## src/design/rso_pkg.sv

```systemverilog
// shared constants and types for the receive-side output logic
package rso_pkg;
  // line modes
  typedef enum logic [1:0] {
    RSO_MODE_T1 = 2'b00,
    RSO_MODE_E1 = 2'b01,
    RSO_MODE_CC = 2'b10,
    RSO_MODE_S6312 = 2'b11
  } rso_mode_t;

  // register byte offsets
  localparam logic [4:0] RSO_OFF_CTRL = 5'h00;
  localparam logic [4:0] RSO_OFF_IO_CONFIG_ONE = 5'h04;
  localparam logic [4:0] RSO_OFF_IO_CONFIG = 5'h08;
  localparam logic [4:0] RSO_OFF_STATE = 5'h0c;
  localparam logic [4:0] RSO_OFF_INT_STATUS = 5'h10;
  localparam logic [4:0] RSO_OFF_INT_CLEAR = 5'h14;
  localparam logic [4:0] RSO_OFF_INT_ENABLE = 5'h18;

  // field positions
  localparam int RSO_CTRL_MODE_LSB = 0;
  localparam int RSO_CTRL_PAYLOAD = 2;
  localparam int RSO_CTRL_SLOW_EN = 3;
  localparam int RSO_IOC1_MFRAME = 5;
  localparam int RSO_IOC1_DOUBLE = 6;
  localparam int RSO_IOC_TXLOSS = 4;
  localparam int RSO_INT_LOS = 0;
  localparam int RSO_INT_FLERR = 1;
  localparam int RSO_INT_TXLOSS = 2;
  localparam int RSO_INT_W = 3;

  // reset values
  localparam logic [3:0] RSO_CTRL_RST = 4'h0;
  localparam logic [7:0] RSO_IOC_RST = 8'h00;

  // frame geometry
  localparam logic [8:0] RSO_T1_FRAME_LAST = 9'h0c0;
  localparam logic [8:0] RSO_E1_FRAME_LAST = 9'h0ff;
  localparam logic [8:0] RSO_E1_TS0_LAST = 9'h007;
  localparam logic [8:0] RSO_E1_TS16_FIRST = 9'h080;
  localparam logic [8:0] RSO_E1_TS16_LAST = 9'h087;
  localparam logic [3:0] RSO_T1_SIG_FRAME_A = 4'h5;
  localparam logic [3:0] RSO_T1_SIG_FRAME_B = 4'hb;

  // detection thresholds and timing
  localparam logic [7:0] RSO_LOS_T1_ZEROS = 8'hc0;
  localparam logic [7:0] RSO_LOS_E1_ZEROS = 8'hff;
  localparam logic [3:0] RSO_TXLOSS_TICKS = 4'hf;
  localparam int RSO_CLK_PERIOD_PS = 4000;
  localparam int RSO_LOS_CC_TIME_US = 120;
  localparam int RSO_LOS_CC_CYCLES =
    (RSO_LOS_CC_TIME_US * 1000000 + RSO_CLK_PERIOD_PS - 1) / RSO_CLK_PERIOD_PS;

  // axi responses
  localparam logic [1:0] RSO_RESP_OKAY = 2'h0;
  localparam logic [1:0] RSO_RESP_SLVERR = 2'h2;
endpackage : rso_pkg

```

## src/design/rso_receive_output.sv

```systemverilog
// receive-side output pin logic with axi4-lite control and interrupt
//
// Operation
// - recovered clock output follows bit rate of the selected line mode
// - t1 payload mode removes the clock pulse at the framing bit
// - e1 payload mode removes the clock during time slots 0 and 16
// - frame sync pulse one clock wide, frame or multiframe by io_config_one bit 5
// - t1 frame pulses double width on signaling frames when io_config_one bit 6 set
// - composite clock mode puts extracted 8khz clock on frame sync output
// - 6312khz mode floats frame sync, slow clock, serial data, frame loss outputs
// - slow clock output floats in t1/e1, carries slow_clock_out in composite mode if enabled
// - serial data output carries nrz data updated on recovered clock rising edge
// - serial data output floats in composite clock mode
// - io_config bit 4 picks frame search or tx clock loss report in t1/e1
// - frame search report high while synchronizer hunts for alignment
// - tx clock loss report after 15 scaled master ticks without transition
// - composite mode frame loss output high on 8khz or slow_clock_out component errors
// - t1 loss of signal after 192 consecutive zeros
// - e1 loss of signal after 255 consecutive zeros
// - composite mode loss of signal after zeros for 120 microseconds
//
// Added by the designer: register access over AXI4-Lite and the placing of the registers.
`timescale 1ns/10ps
module rso_receive_output
  import rso_pkg::*;
#(
  parameter int LOS_CC_CYCLES = RSO_LOS_CC_CYCLES
) (
  input wire logic I_CLOCK,
  input wire logic I_SYS_RST,
  input wire logic [4:0] I_AWADDR,
  input wire logic I_AWVALID,
  output logic O_AWREADY,
  input wire logic [31:0] I_WDATA,
  input wire logic [3:0] I_WSTRB,
  input wire logic I_WVALID,
  output logic O_WREADY,
  output logic [1:0] O_BRESP,
  output logic O_BVALID,
  input wire logic I_BREADY,
  input wire logic [4:0] I_ARADDR,
  input wire logic I_ARVALID,
  output logic O_ARREADY,
  output logic [31:0] O_RDATA,
  output logic [1:0] O_RRESP,
  output logic O_RVALID,
  input wire logic I_RREADY,
  input wire logic I_BIT_STROBE,
  input wire logic I_RX_DATA,
  input wire logic I_RX_PULSE,
  input wire logic I_FRAME_START,
  input wire logic I_MFRAME_START,
  input wire logic I_FRAME_SEARCH,
  input wire logic I_TX_CLOCK_IN,
  input wire logic I_MCLK_TICK,
  input wire logic I_CC_8K,
  input wire logic I_CC_400,
  input wire logic I_CC_ERROR,
  output logic O_RX_CLOCK,
  output logic O_FRAME_SYNC_OUT,
  output logic O_FRAME_SYNC_OUT_OE,
  output logic O_SLOW_CLOCK_OUT,
  output logic O_SLOW_CLOCK_OUT_OE,
  output logic O_RECEIVED_SERIAL_OUT,
  output logic O_RECEIVED_SERIAL_OUT_OE,
  output logic O_FRAME_LOSS_ERROR_OUT,
  output logic O_FRAME_LOSS_ERROR_OUT_OE,
  output logic O_LOS,
  output logic O_IRQ
);

  // true where the recovered clock is removed in payload mode
  function automatic logic gap_bit(input rso_mode_t m, input logic [8:0] b);
    logic r;
    r = 1'b0;
    if (m == RSO_MODE_T1) begin
      r = (b == 9'h000);
    end else if (m == RSO_MODE_E1) begin
      r = (b <= RSO_E1_TS0_LAST) || (b >= RSO_E1_TS16_FIRST && b <= RSO_E1_TS16_LAST);
    end
    return r;
  endfunction : gap_bit

  // true for framed line modes
  function automatic logic framed(input rso_mode_t m);
    return (m == RSO_MODE_T1) || (m == RSO_MODE_E1);
  endfunction : framed

  logic [3:0] ctrl_q;
  logic [7:0] ioc1_q, ioc_q;
  logic [RSO_INT_W-1:0] int_stat_q, int_en_q;
  rso_mode_t mode;
  logic payload;
  logic aw_held_q, w_held_q;
  logic [4:0] awaddr_q;
  logic [31:0] wdata_q;
  logic [3:0] wstrb_q;
  logic bvalid_q;
  logic [1:0] bresp_q;
  logic rvalid_q;
  logic [31:0] rdata_q;
  logic [1:0] rresp_q;
  logic wr_go;
  logic [RSO_INT_W-1:0] clr_bits;
  logic [8:0] bit_idx_q;
  logic [3:0] frame_idx_q;
  logic [8:0] cur_bit;
  logic [3:0] cur_frame;
  logic rclk_q, fs_q, fs_left_q, boundary, dbl;
  logic cc8k_q, cc400_q, received_serial_out_q, flerr_q, tx_prev_q;
  logic [3:0] tx_clock_loss_report_cnt_q;
  logic tx_clock_loss_report_q;
  logic [7:0] zero_cnt_q;
  logic [15:0] cc_cnt_q;
  logic los_q;
  logic [RSO_INT_W-1:0] ev_prev_q, ev_now;

  assign mode = rso_mode_t'(ctrl_q[RSO_CTRL_MODE_LSB +: 2]);
  assign payload = ctrl_q[RSO_CTRL_PAYLOAD];

  // axi write: address and data taken in either order, response after both
  assign O_AWREADY = !aw_held_q && !bvalid_q;
  assign O_WREADY = !w_held_q && !bvalid_q;
  assign wr_go = aw_held_q && w_held_q && !bvalid_q;
  always_ff @(posedge I_CLOCK or posedge I_SYS_RST) begin
    if (I_SYS_RST) begin
      aw_held_q <= 1'b0;
      w_held_q <= 1'b0;
      awaddr_q <= 5'h00;
      wdata_q <= 32'h0000_0000;
      wstrb_q <= 4'h0;
      bvalid_q <= 1'b0;
      bresp_q <= RSO_RESP_OKAY;
    end else begin
      if (I_AWVALID && O_AWREADY) begin
        aw_held_q <= 1'b1;
        awaddr_q <= I_AWADDR;
      end
      if (I_WVALID && O_WREADY) begin
        w_held_q <= 1'b1;
        wdata_q <= I_WDATA;
        wstrb_q <= I_WSTRB;
      end
      if (wr_go) begin
        aw_held_q <= 1'b0;
        w_held_q <= 1'b0;
        bvalid_q <= 1'b1;
        bresp_q <= (awaddr_q == RSO_OFF_STATE || awaddr_q == RSO_OFF_INT_STATUS ||
                    awaddr_q > RSO_OFF_INT_ENABLE) ? RSO_RESP_SLVERR : RSO_RESP_OKAY;
      end else if (bvalid_q && I_BREADY) begin
        bvalid_q <= 1'b0;
      end
    end
  end
  assign O_BVALID = bvalid_q;
  assign O_BRESP = bresp_q;

  // writable registers; only byte lane 0 carries bits
  always_ff @(posedge I_CLOCK or posedge I_SYS_RST) begin
    if (I_SYS_RST) begin
      ctrl_q <= RSO_CTRL_RST;
      ioc1_q <= RSO_IOC_RST;
      ioc_q <= RSO_IOC_RST;
      int_en_q <= '0;
    end else if (wr_go && wstrb_q[0]) begin
      unique case (awaddr_q)
        RSO_OFF_CTRL: ctrl_q <= wdata_q[3:0];
        RSO_OFF_IO_CONFIG_ONE: ioc1_q <= wdata_q[7:0];
        RSO_OFF_IO_CONFIG: ioc_q <= wdata_q[7:0];
        RSO_OFF_INT_ENABLE: int_en_q <= wdata_q[RSO_INT_W-1:0];
        default: ;
      endcase
    end
  end
  assign clr_bits = (wr_go && wstrb_q[0] && awaddr_q == RSO_OFF_INT_CLEAR) ?
                    wdata_q[RSO_INT_W-1:0] : '0;

  // axi read, one cycle after the address is taken
  assign O_ARREADY = !rvalid_q;
  always_ff @(posedge I_CLOCK or posedge I_SYS_RST) begin
    if (I_SYS_RST) begin
      rvalid_q <= 1'b0;
      rdata_q <= 32'h0000_0000;
      rresp_q <= RSO_RESP_OKAY;
    end else if (I_ARVALID && O_ARREADY) begin
      rvalid_q <= 1'b1;
      rresp_q <= RSO_RESP_OKAY;
      unique case (I_ARADDR)
        RSO_OFF_CTRL: rdata_q <= {28'h0, ctrl_q};
        RSO_OFF_IO_CONFIG_ONE: rdata_q <= {24'h0, ioc1_q};
        RSO_OFF_IO_CONFIG: rdata_q <= {24'h0, ioc_q};
        RSO_OFF_STATE: rdata_q <= {27'h0, I_FRAME_SEARCH, fs_q, tx_clock_loss_report_q, flerr_q, los_q};
        RSO_OFF_INT_STATUS: rdata_q <= {29'h0, int_stat_q};
        RSO_OFF_INT_ENABLE: rdata_q <= {29'h0, int_en_q};
        RSO_OFF_INT_CLEAR: rdata_q <= 32'h0000_0000;
        default: begin
          rdata_q <= 32'h0000_0000;
          rresp_q <= RSO_RESP_SLVERR;
        end
      endcase
    end else if (rvalid_q && I_RREADY) begin
      rvalid_q <= 1'b0;
    end
  end
  assign O_RVALID = rvalid_q;
  assign O_RDATA = rdata_q;
  assign O_RRESP = rresp_q;

  // bit and frame position of the bit now being strobed
  assign cur_bit = I_FRAME_START ? 9'h000 : bit_idx_q + 9'h001;
  assign cur_frame = I_MFRAME_START ? 4'h0 : frame_idx_q + 4'h1;
  always_ff @(posedge I_CLOCK or posedge I_SYS_RST) begin
    if (I_SYS_RST) begin
      bit_idx_q <= 9'h000;
      frame_idx_q <= 4'h0;
    end else if (I_BIT_STROBE) begin
      bit_idx_q <= cur_bit;
      if (I_FRAME_START) begin
        frame_idx_q <= cur_frame;
      end
    end
  end

  // recovered clock: one high cycle per bit, gapped in payload mode
  always_ff @(posedge I_CLOCK or posedge I_SYS_RST) begin
    if (I_SYS_RST) begin
      rclk_q <= 1'b0;
    end else begin
      rclk_q <= I_BIT_STROBE && !(payload && gap_bit(mode, cur_bit));
    end
  end
  assign O_RX_CLOCK = rclk_q;

  // frame sync pulse spans one or two bit periods
  assign boundary = I_BIT_STROBE && I_FRAME_START &&
                    (!ioc1_q[RSO_IOC1_MFRAME] || I_MFRAME_START);
  assign dbl = (mode == RSO_MODE_T1) && !ioc1_q[RSO_IOC1_MFRAME] && ioc1_q[RSO_IOC1_DOUBLE] &&
               (cur_frame == RSO_T1_SIG_FRAME_A || cur_frame == RSO_T1_SIG_FRAME_B);
  always_ff @(posedge I_CLOCK or posedge I_SYS_RST) begin
    if (I_SYS_RST) begin
      fs_q <= 1'b0;
      fs_left_q <= 1'b0;
    end else if (boundary) begin
      fs_q <= 1'b1;
      fs_left_q <= dbl;
    end else if (I_BIT_STROBE && fs_q) begin
      if (fs_left_q) begin
        fs_left_q <= 1'b0;
      end else begin
        fs_q <= 1'b0;
      end
    end
  end

  // data outputs registered; serial data moves with the clock rising edge
  always_ff @(posedge I_CLOCK or posedge I_SYS_RST) begin
    if (I_SYS_RST) begin
      cc8k_q <= 1'b0;
      cc400_q <= 1'b0;
      received_serial_out_q <= 1'b0;
    end else begin
      cc8k_q <= I_CC_8K;
      cc400_q <= I_CC_400;
      if (I_BIT_STROBE) begin
        received_serial_out_q <= I_RX_DATA;
      end
    end
  end

  // tx clock loss: count scaled master ticks since the last tx clock edge
  always_ff @(posedge I_CLOCK or posedge I_SYS_RST) begin
    if (I_SYS_RST) begin
      tx_prev_q <= 1'b0;
      tx_clock_loss_report_cnt_q <= 4'h0;
      tx_clock_loss_report_q <= 1'b0;
    end else begin
      tx_prev_q <= I_TX_CLOCK_IN;
      if (I_TX_CLOCK_IN != tx_prev_q) begin
        tx_clock_loss_report_cnt_q <= 4'h0;
      end else if (I_MCLK_TICK && tx_clock_loss_report_cnt_q != RSO_TXLOSS_TICKS) begin
        tx_clock_loss_report_cnt_q <= tx_clock_loss_report_cnt_q + 4'h1;
      end
      tx_clock_loss_report_q <= (tx_clock_loss_report_cnt_q == RSO_TXLOSS_TICKS);
    end
  end

  // frame loss / error source depends on mode and io_config bit 4
  always_ff @(posedge I_CLOCK or posedge I_SYS_RST) begin
    if (I_SYS_RST) begin
      flerr_q <= 1'b0;
    end else if (mode == RSO_MODE_CC) begin
      flerr_q <= I_CC_ERROR;
    end else if (ioc_q[RSO_IOC_TXLOSS]) begin
      flerr_q <= tx_clock_loss_report_q;
    end else begin
      flerr_q <= I_FRAME_SEARCH;
    end
  end

  // loss of signal: counters clear on a line pulse, the zero counter only on one that comes with a bit strobe
  always_ff @(posedge I_CLOCK or posedge I_SYS_RST) begin
    if (I_SYS_RST) begin
      zero_cnt_q <= 8'h00;
      cc_cnt_q <= 16'h0000;
    end else begin
      if (I_BIT_STROBE) begin
        if (I_RX_PULSE) begin
          zero_cnt_q <= 8'h00;
        end else if (zero_cnt_q != RSO_LOS_E1_ZEROS) begin
          zero_cnt_q <= zero_cnt_q + 8'h01;
        end
      end
      if (I_RX_PULSE) begin
        cc_cnt_q <= 16'h0000;
      end else if (cc_cnt_q != 16'(LOS_CC_CYCLES)) begin
        cc_cnt_q <= cc_cnt_q + 16'h0001;
      end
    end
  end
  always_ff @(posedge I_CLOCK or posedge I_SYS_RST) begin
    if (I_SYS_RST) begin
      los_q <= 1'b0;
    end else begin
      unique case (mode)
        RSO_MODE_T1: los_q <= (zero_cnt_q >= RSO_LOS_T1_ZEROS);
        RSO_MODE_E1: los_q <= (zero_cnt_q == RSO_LOS_E1_ZEROS);
        RSO_MODE_CC: los_q <= (cc_cnt_q == 16'(LOS_CC_CYCLES));
        RSO_MODE_S6312: los_q <= 1'b0;
      endcase
    end
  end

  // pin drivers; enables float pins a mode does not use
  assign O_FRAME_SYNC_OUT = (mode == RSO_MODE_CC) ? cc8k_q : fs_q;
  assign O_FRAME_SYNC_OUT_OE = (mode != RSO_MODE_S6312);
  assign O_SLOW_CLOCK_OUT = cc400_q;
  assign O_SLOW_CLOCK_OUT_OE = (mode == RSO_MODE_CC) && ctrl_q[RSO_CTRL_SLOW_EN];
  assign O_RECEIVED_SERIAL_OUT = received_serial_out_q;
  assign O_RECEIVED_SERIAL_OUT_OE = framed(mode);
  assign O_FRAME_LOSS_ERROR_OUT = flerr_q;
  assign O_FRAME_LOSS_ERROR_OUT_OE = (mode != RSO_MODE_S6312);
  assign O_LOS = los_q;

  // sticky interrupt status on rising alarms; a new event beats a clear
  assign ev_now = {tx_clock_loss_report_q, flerr_q, los_q};
  always_ff @(posedge I_CLOCK or posedge I_SYS_RST) begin
    if (I_SYS_RST) begin
      ev_prev_q <= '0;
      int_stat_q <= '0;
    end else begin
      ev_prev_q <= ev_now;
      int_stat_q <= (int_stat_q & ~clr_bits) | (ev_now & ~ev_prev_q);
    end
  end
  assign O_IRQ = |(int_stat_q & int_en_q);
endmodule : rso_receive_output

```

## config.mk

```make
export PLATFORM = sky130hd
export DESIGN_NAME = rso_receive_output
export DESIGN_NICKNAME = d
export VERILOG_FILES = /design/src/design/rso_pkg.sv /design/src/design/rso_receive_output.sv
export SDC_FILE = /design/constraint.sdc
export NUM_CORES = 1
export LEC_CHECK = 0
export BUFFER_PORTS_ARGS = -buffer_cell sky130_fd_sc_hd__buf_2
export CAP_MARGIN = 25
export CORE_MARGIN = 2
export CORE_UTILIZATION = 40
export CTS_BUF_LIST = sky130_fd_sc_hd__clkbuf_16
export DETAILED_ROUTE_END_ITERATION = 12
export PLACE_DENSITY = 0.61
export SYNTH_ARGS = -nofsm -noshare
export SYNTH_HDL_FRONTEND = slang
export SYNTH_SLANG_ARGS = --single-unit
```

## constraint.sdc

```tcl
create_clock -name I_CLOCK -period 4.2 [get_ports I_CLOCK]
set_input_delay 0.84 -clock I_CLOCK [delete_from_list [all_inputs] [get_ports I_CLOCK]]
set_output_delay 0.84 -clock I_CLOCK [all_outputs]
set_load 0.02 [all_outputs]
```

==> qor.csv <==
metric;value;unit
clock_path_buffers;2;
nets;627;
finalSetupViolCount;0;
yosysSeqAreaShare;51.5;%
synthArstFlopShare;100;%
worst_clock_skew;0.00708;ns
end_kind;primary output;
hp-class;register to register;
place_inst;718;
drive_above_1_share;22.1;%
start_kind;register;
core-area;0.0127;mm^2
slew_headroom;38.5;%
synth_cell_type_count;57;
via_per_inst;5.07;
critPathArrivalTime;1.95;ns
ctsResizeCount;0;
cts_root_buf;clkbuf_16;
io_pins;116;
grt_pass1_vias;3702;
hold_path_depth;1;
wl;10.5;mm
synth_flop_cell;dfrtp_1;
critPathKind;register to primary output;
dp_hpwl;7.54;mm
synth-edff-count;0;
leakagePower;2.75;nW
gp_congestion;0.763;
final_cell_mix;108 x dfrtp_1, 62 x buf_2, 47 x nand2_1, 42 x o21ai_0, 37 x mux2_2;
wl_per_cell;14.3;um
finalMaxSlewViolations;0;
gr-total-overflow;0;
grt_usage;16.0;%
antenna_found_initial;1;
routed-via-count;3735;
ir_worst_vdd;227;uV
drc;0;
die_h;119;um
insertion_delay;0.35;ns
synth_area;0.00525;mm^2
holdBufCountCts;0;
outcome;complete, no violations;
synth_area_leaders;dfrtp_1 51%, mux2_2 7.9%, o21ai_0 4.0%;
dpl_cell_area;0.00564;mm^2
ys_warn_count;0;
fmax;358;MHz
ant_nets;0;
power;2.86;mW
clk_pin_slew;0.07;ns
drtIter0Drc;172;
dieArea;0.0141;mm^2
stdcell_area;0.00595;mm^2
syn_avg_cell_area;10.5;um^2
cts.sinks;108;
reg2regPathDepth;5;
syn2layout_area_growth;13.3;%
netlist.area_leader.share;51.5;%
cts_tree;done;
final-hold-violation-count;0;
start_util;41.3;%
synthCells;498;
grt_max_degree;70;
instances_no_fill;736;
nFillCells;1190;
grt_pass1_wl;18.2;mm
netlist.top_cell.by_area;dfrtp_1;
ff_latch_area;0.00270;mm^2
worst_pin_slew;0.920;ns
h-tree-depth;3;
fin_crit_sh;66.4;%
rows;41;
synth-seq-cells;108;
numCtsBuffers;9;
port_buffers;62;
drv_cap;0;
whs;0.419;ns
critical_path.max_fanout;6;
power_density;480;mW/mm^2
setup_tns;0;ns
min_period;2.79;ns
layout_commonest_cell;dfrtp_1;
cts_setup_buffers;0;
rsz0062_at_grt;false;
multi_input_area;0.00231;mm^2
die_w;119;um
drt_pass1_iterations;5;
cp.required;3.36;ns
path summary, 6_finish.rpt:
kind	from	end	slack, ns
max in group asynchronous	I_SYS_RST	O_RRESP[1]	2.74
worst max register to register	O_BVALID	ioc1_q[2]	1.63
worst max-delay path	ctrl_q[1]	O_FRAME_SYNC_OUT	1.41
min in group asynchronous	I_SYS_RST	w_held_q	0.68
worst min-delay path	ev_prev_q[2]	int_stat_q[2]	0.42
worst min register to register	ev_prev_q[2]	int_stat_q[2]	0.42
per-stage QoR:
step	setup WS (ns)	util (%)
after CTS	1.37	46.7
after floorplan	0.514	-
after detailed placement	1.67	44.3
after global routing	1.33	46.7
final	1.41	46.8
after global placement	1.68	44.3
cell type report:
| class | instances | area share (%) |
|---|---|---|
| antenna | 2 | 0.0841 |
| clock buffer | 9 | 3.79 |
| clock inverter | 7 | 1.41 |
| inverter | 20 | 1.30 |
| multi-input combinational | 353 | 38.8 |
| sequential | 108 | 45.4 |
| tap | 172 | 3.62 |
| timing repair buffer | 65 | 5.59 |
worst max-delay path, cell delays in order, from the launching register on:
cell     delay [ns]
dfrtp_1        0.48
inv_1          0.17
nor2_1         0.38
mux2_2         0.41
buf_2          0.16
kinds of logic after synthesis:
| kind of cell | count (synthesis) | share of synthesized area [%] |
|---|---|---|
| XOR/XNOR | 27 | 4.50 |
| buffers and inverters | 62 | 6.41 |
| flip-flops | 108 | 51.5 |
| AO/OA/AOI/OAI | 93 | 11.4 |
| other | 1 | 0.0714 |
| AND/OR/NAND/NOR | 159 | 15.6 |
| adder cells (fa/ha/maj) | 6 | 1.43 |
| multiplexers | 42 | 9.12 |
registers in the layout (all words and copies together) (netlist names), 3 cells and up:
name                        count
cc_cnt_q                       16
bit_idx_q                       9
ioc1_q                          8
ctrl_q                          4
O_RDATA                         8
tx_clock_loss_report_cnt_q      4
int_stat_q                      3
wdata_q                         8
ev_prev_q                       3
frame_idx_q                     4
zero_cnt_q                      8
int_en_q                        3
awaddr_q                        5
ioc_q                           8
cell usage after synthesis, drive strengths merged (4+ instances only):
cell / count
nor2b: 11
ha: 6
mux2: 37
clkbuf: 13
nand2: 48
nor2: 35
nor3: 10
inv: 20
and3: 7
mux2i: 4
xnor2: 14
dfrtp: 108
and4: 4
a22o: 7
or3: 4
a22oi: 7
o21ai: 42
nand2b: 4
xor2: 13
buf: 29
nand3: 14
a21oi: 11
power by group:
group | total (mW) | internal, mW | switching, mW
combinational | 0.567 | 0.261 | 0.305
sequential | 1.41 | 1.22 | 0.182
clock | 0.886 | 0.515 | 0.371
total | 2.86 | 2.00 | 0.858
metal layers:
| layer | global-route usage, % | vias to the layer above | share of wire, % |
|---|---|---|---|
| li1 | - | 1814 | - |
| met1 | 21.6 | 1844 | 48 |
| met2 | 25.0 | 69 | 47 |
| met3 | 5.31 | 8 | 4.9 |
| met4 | 3.94 | 0 | 0.90 |
| met5 | 0 | - | 0 |
Note: power is estimated with default switching activity, not from simulation.
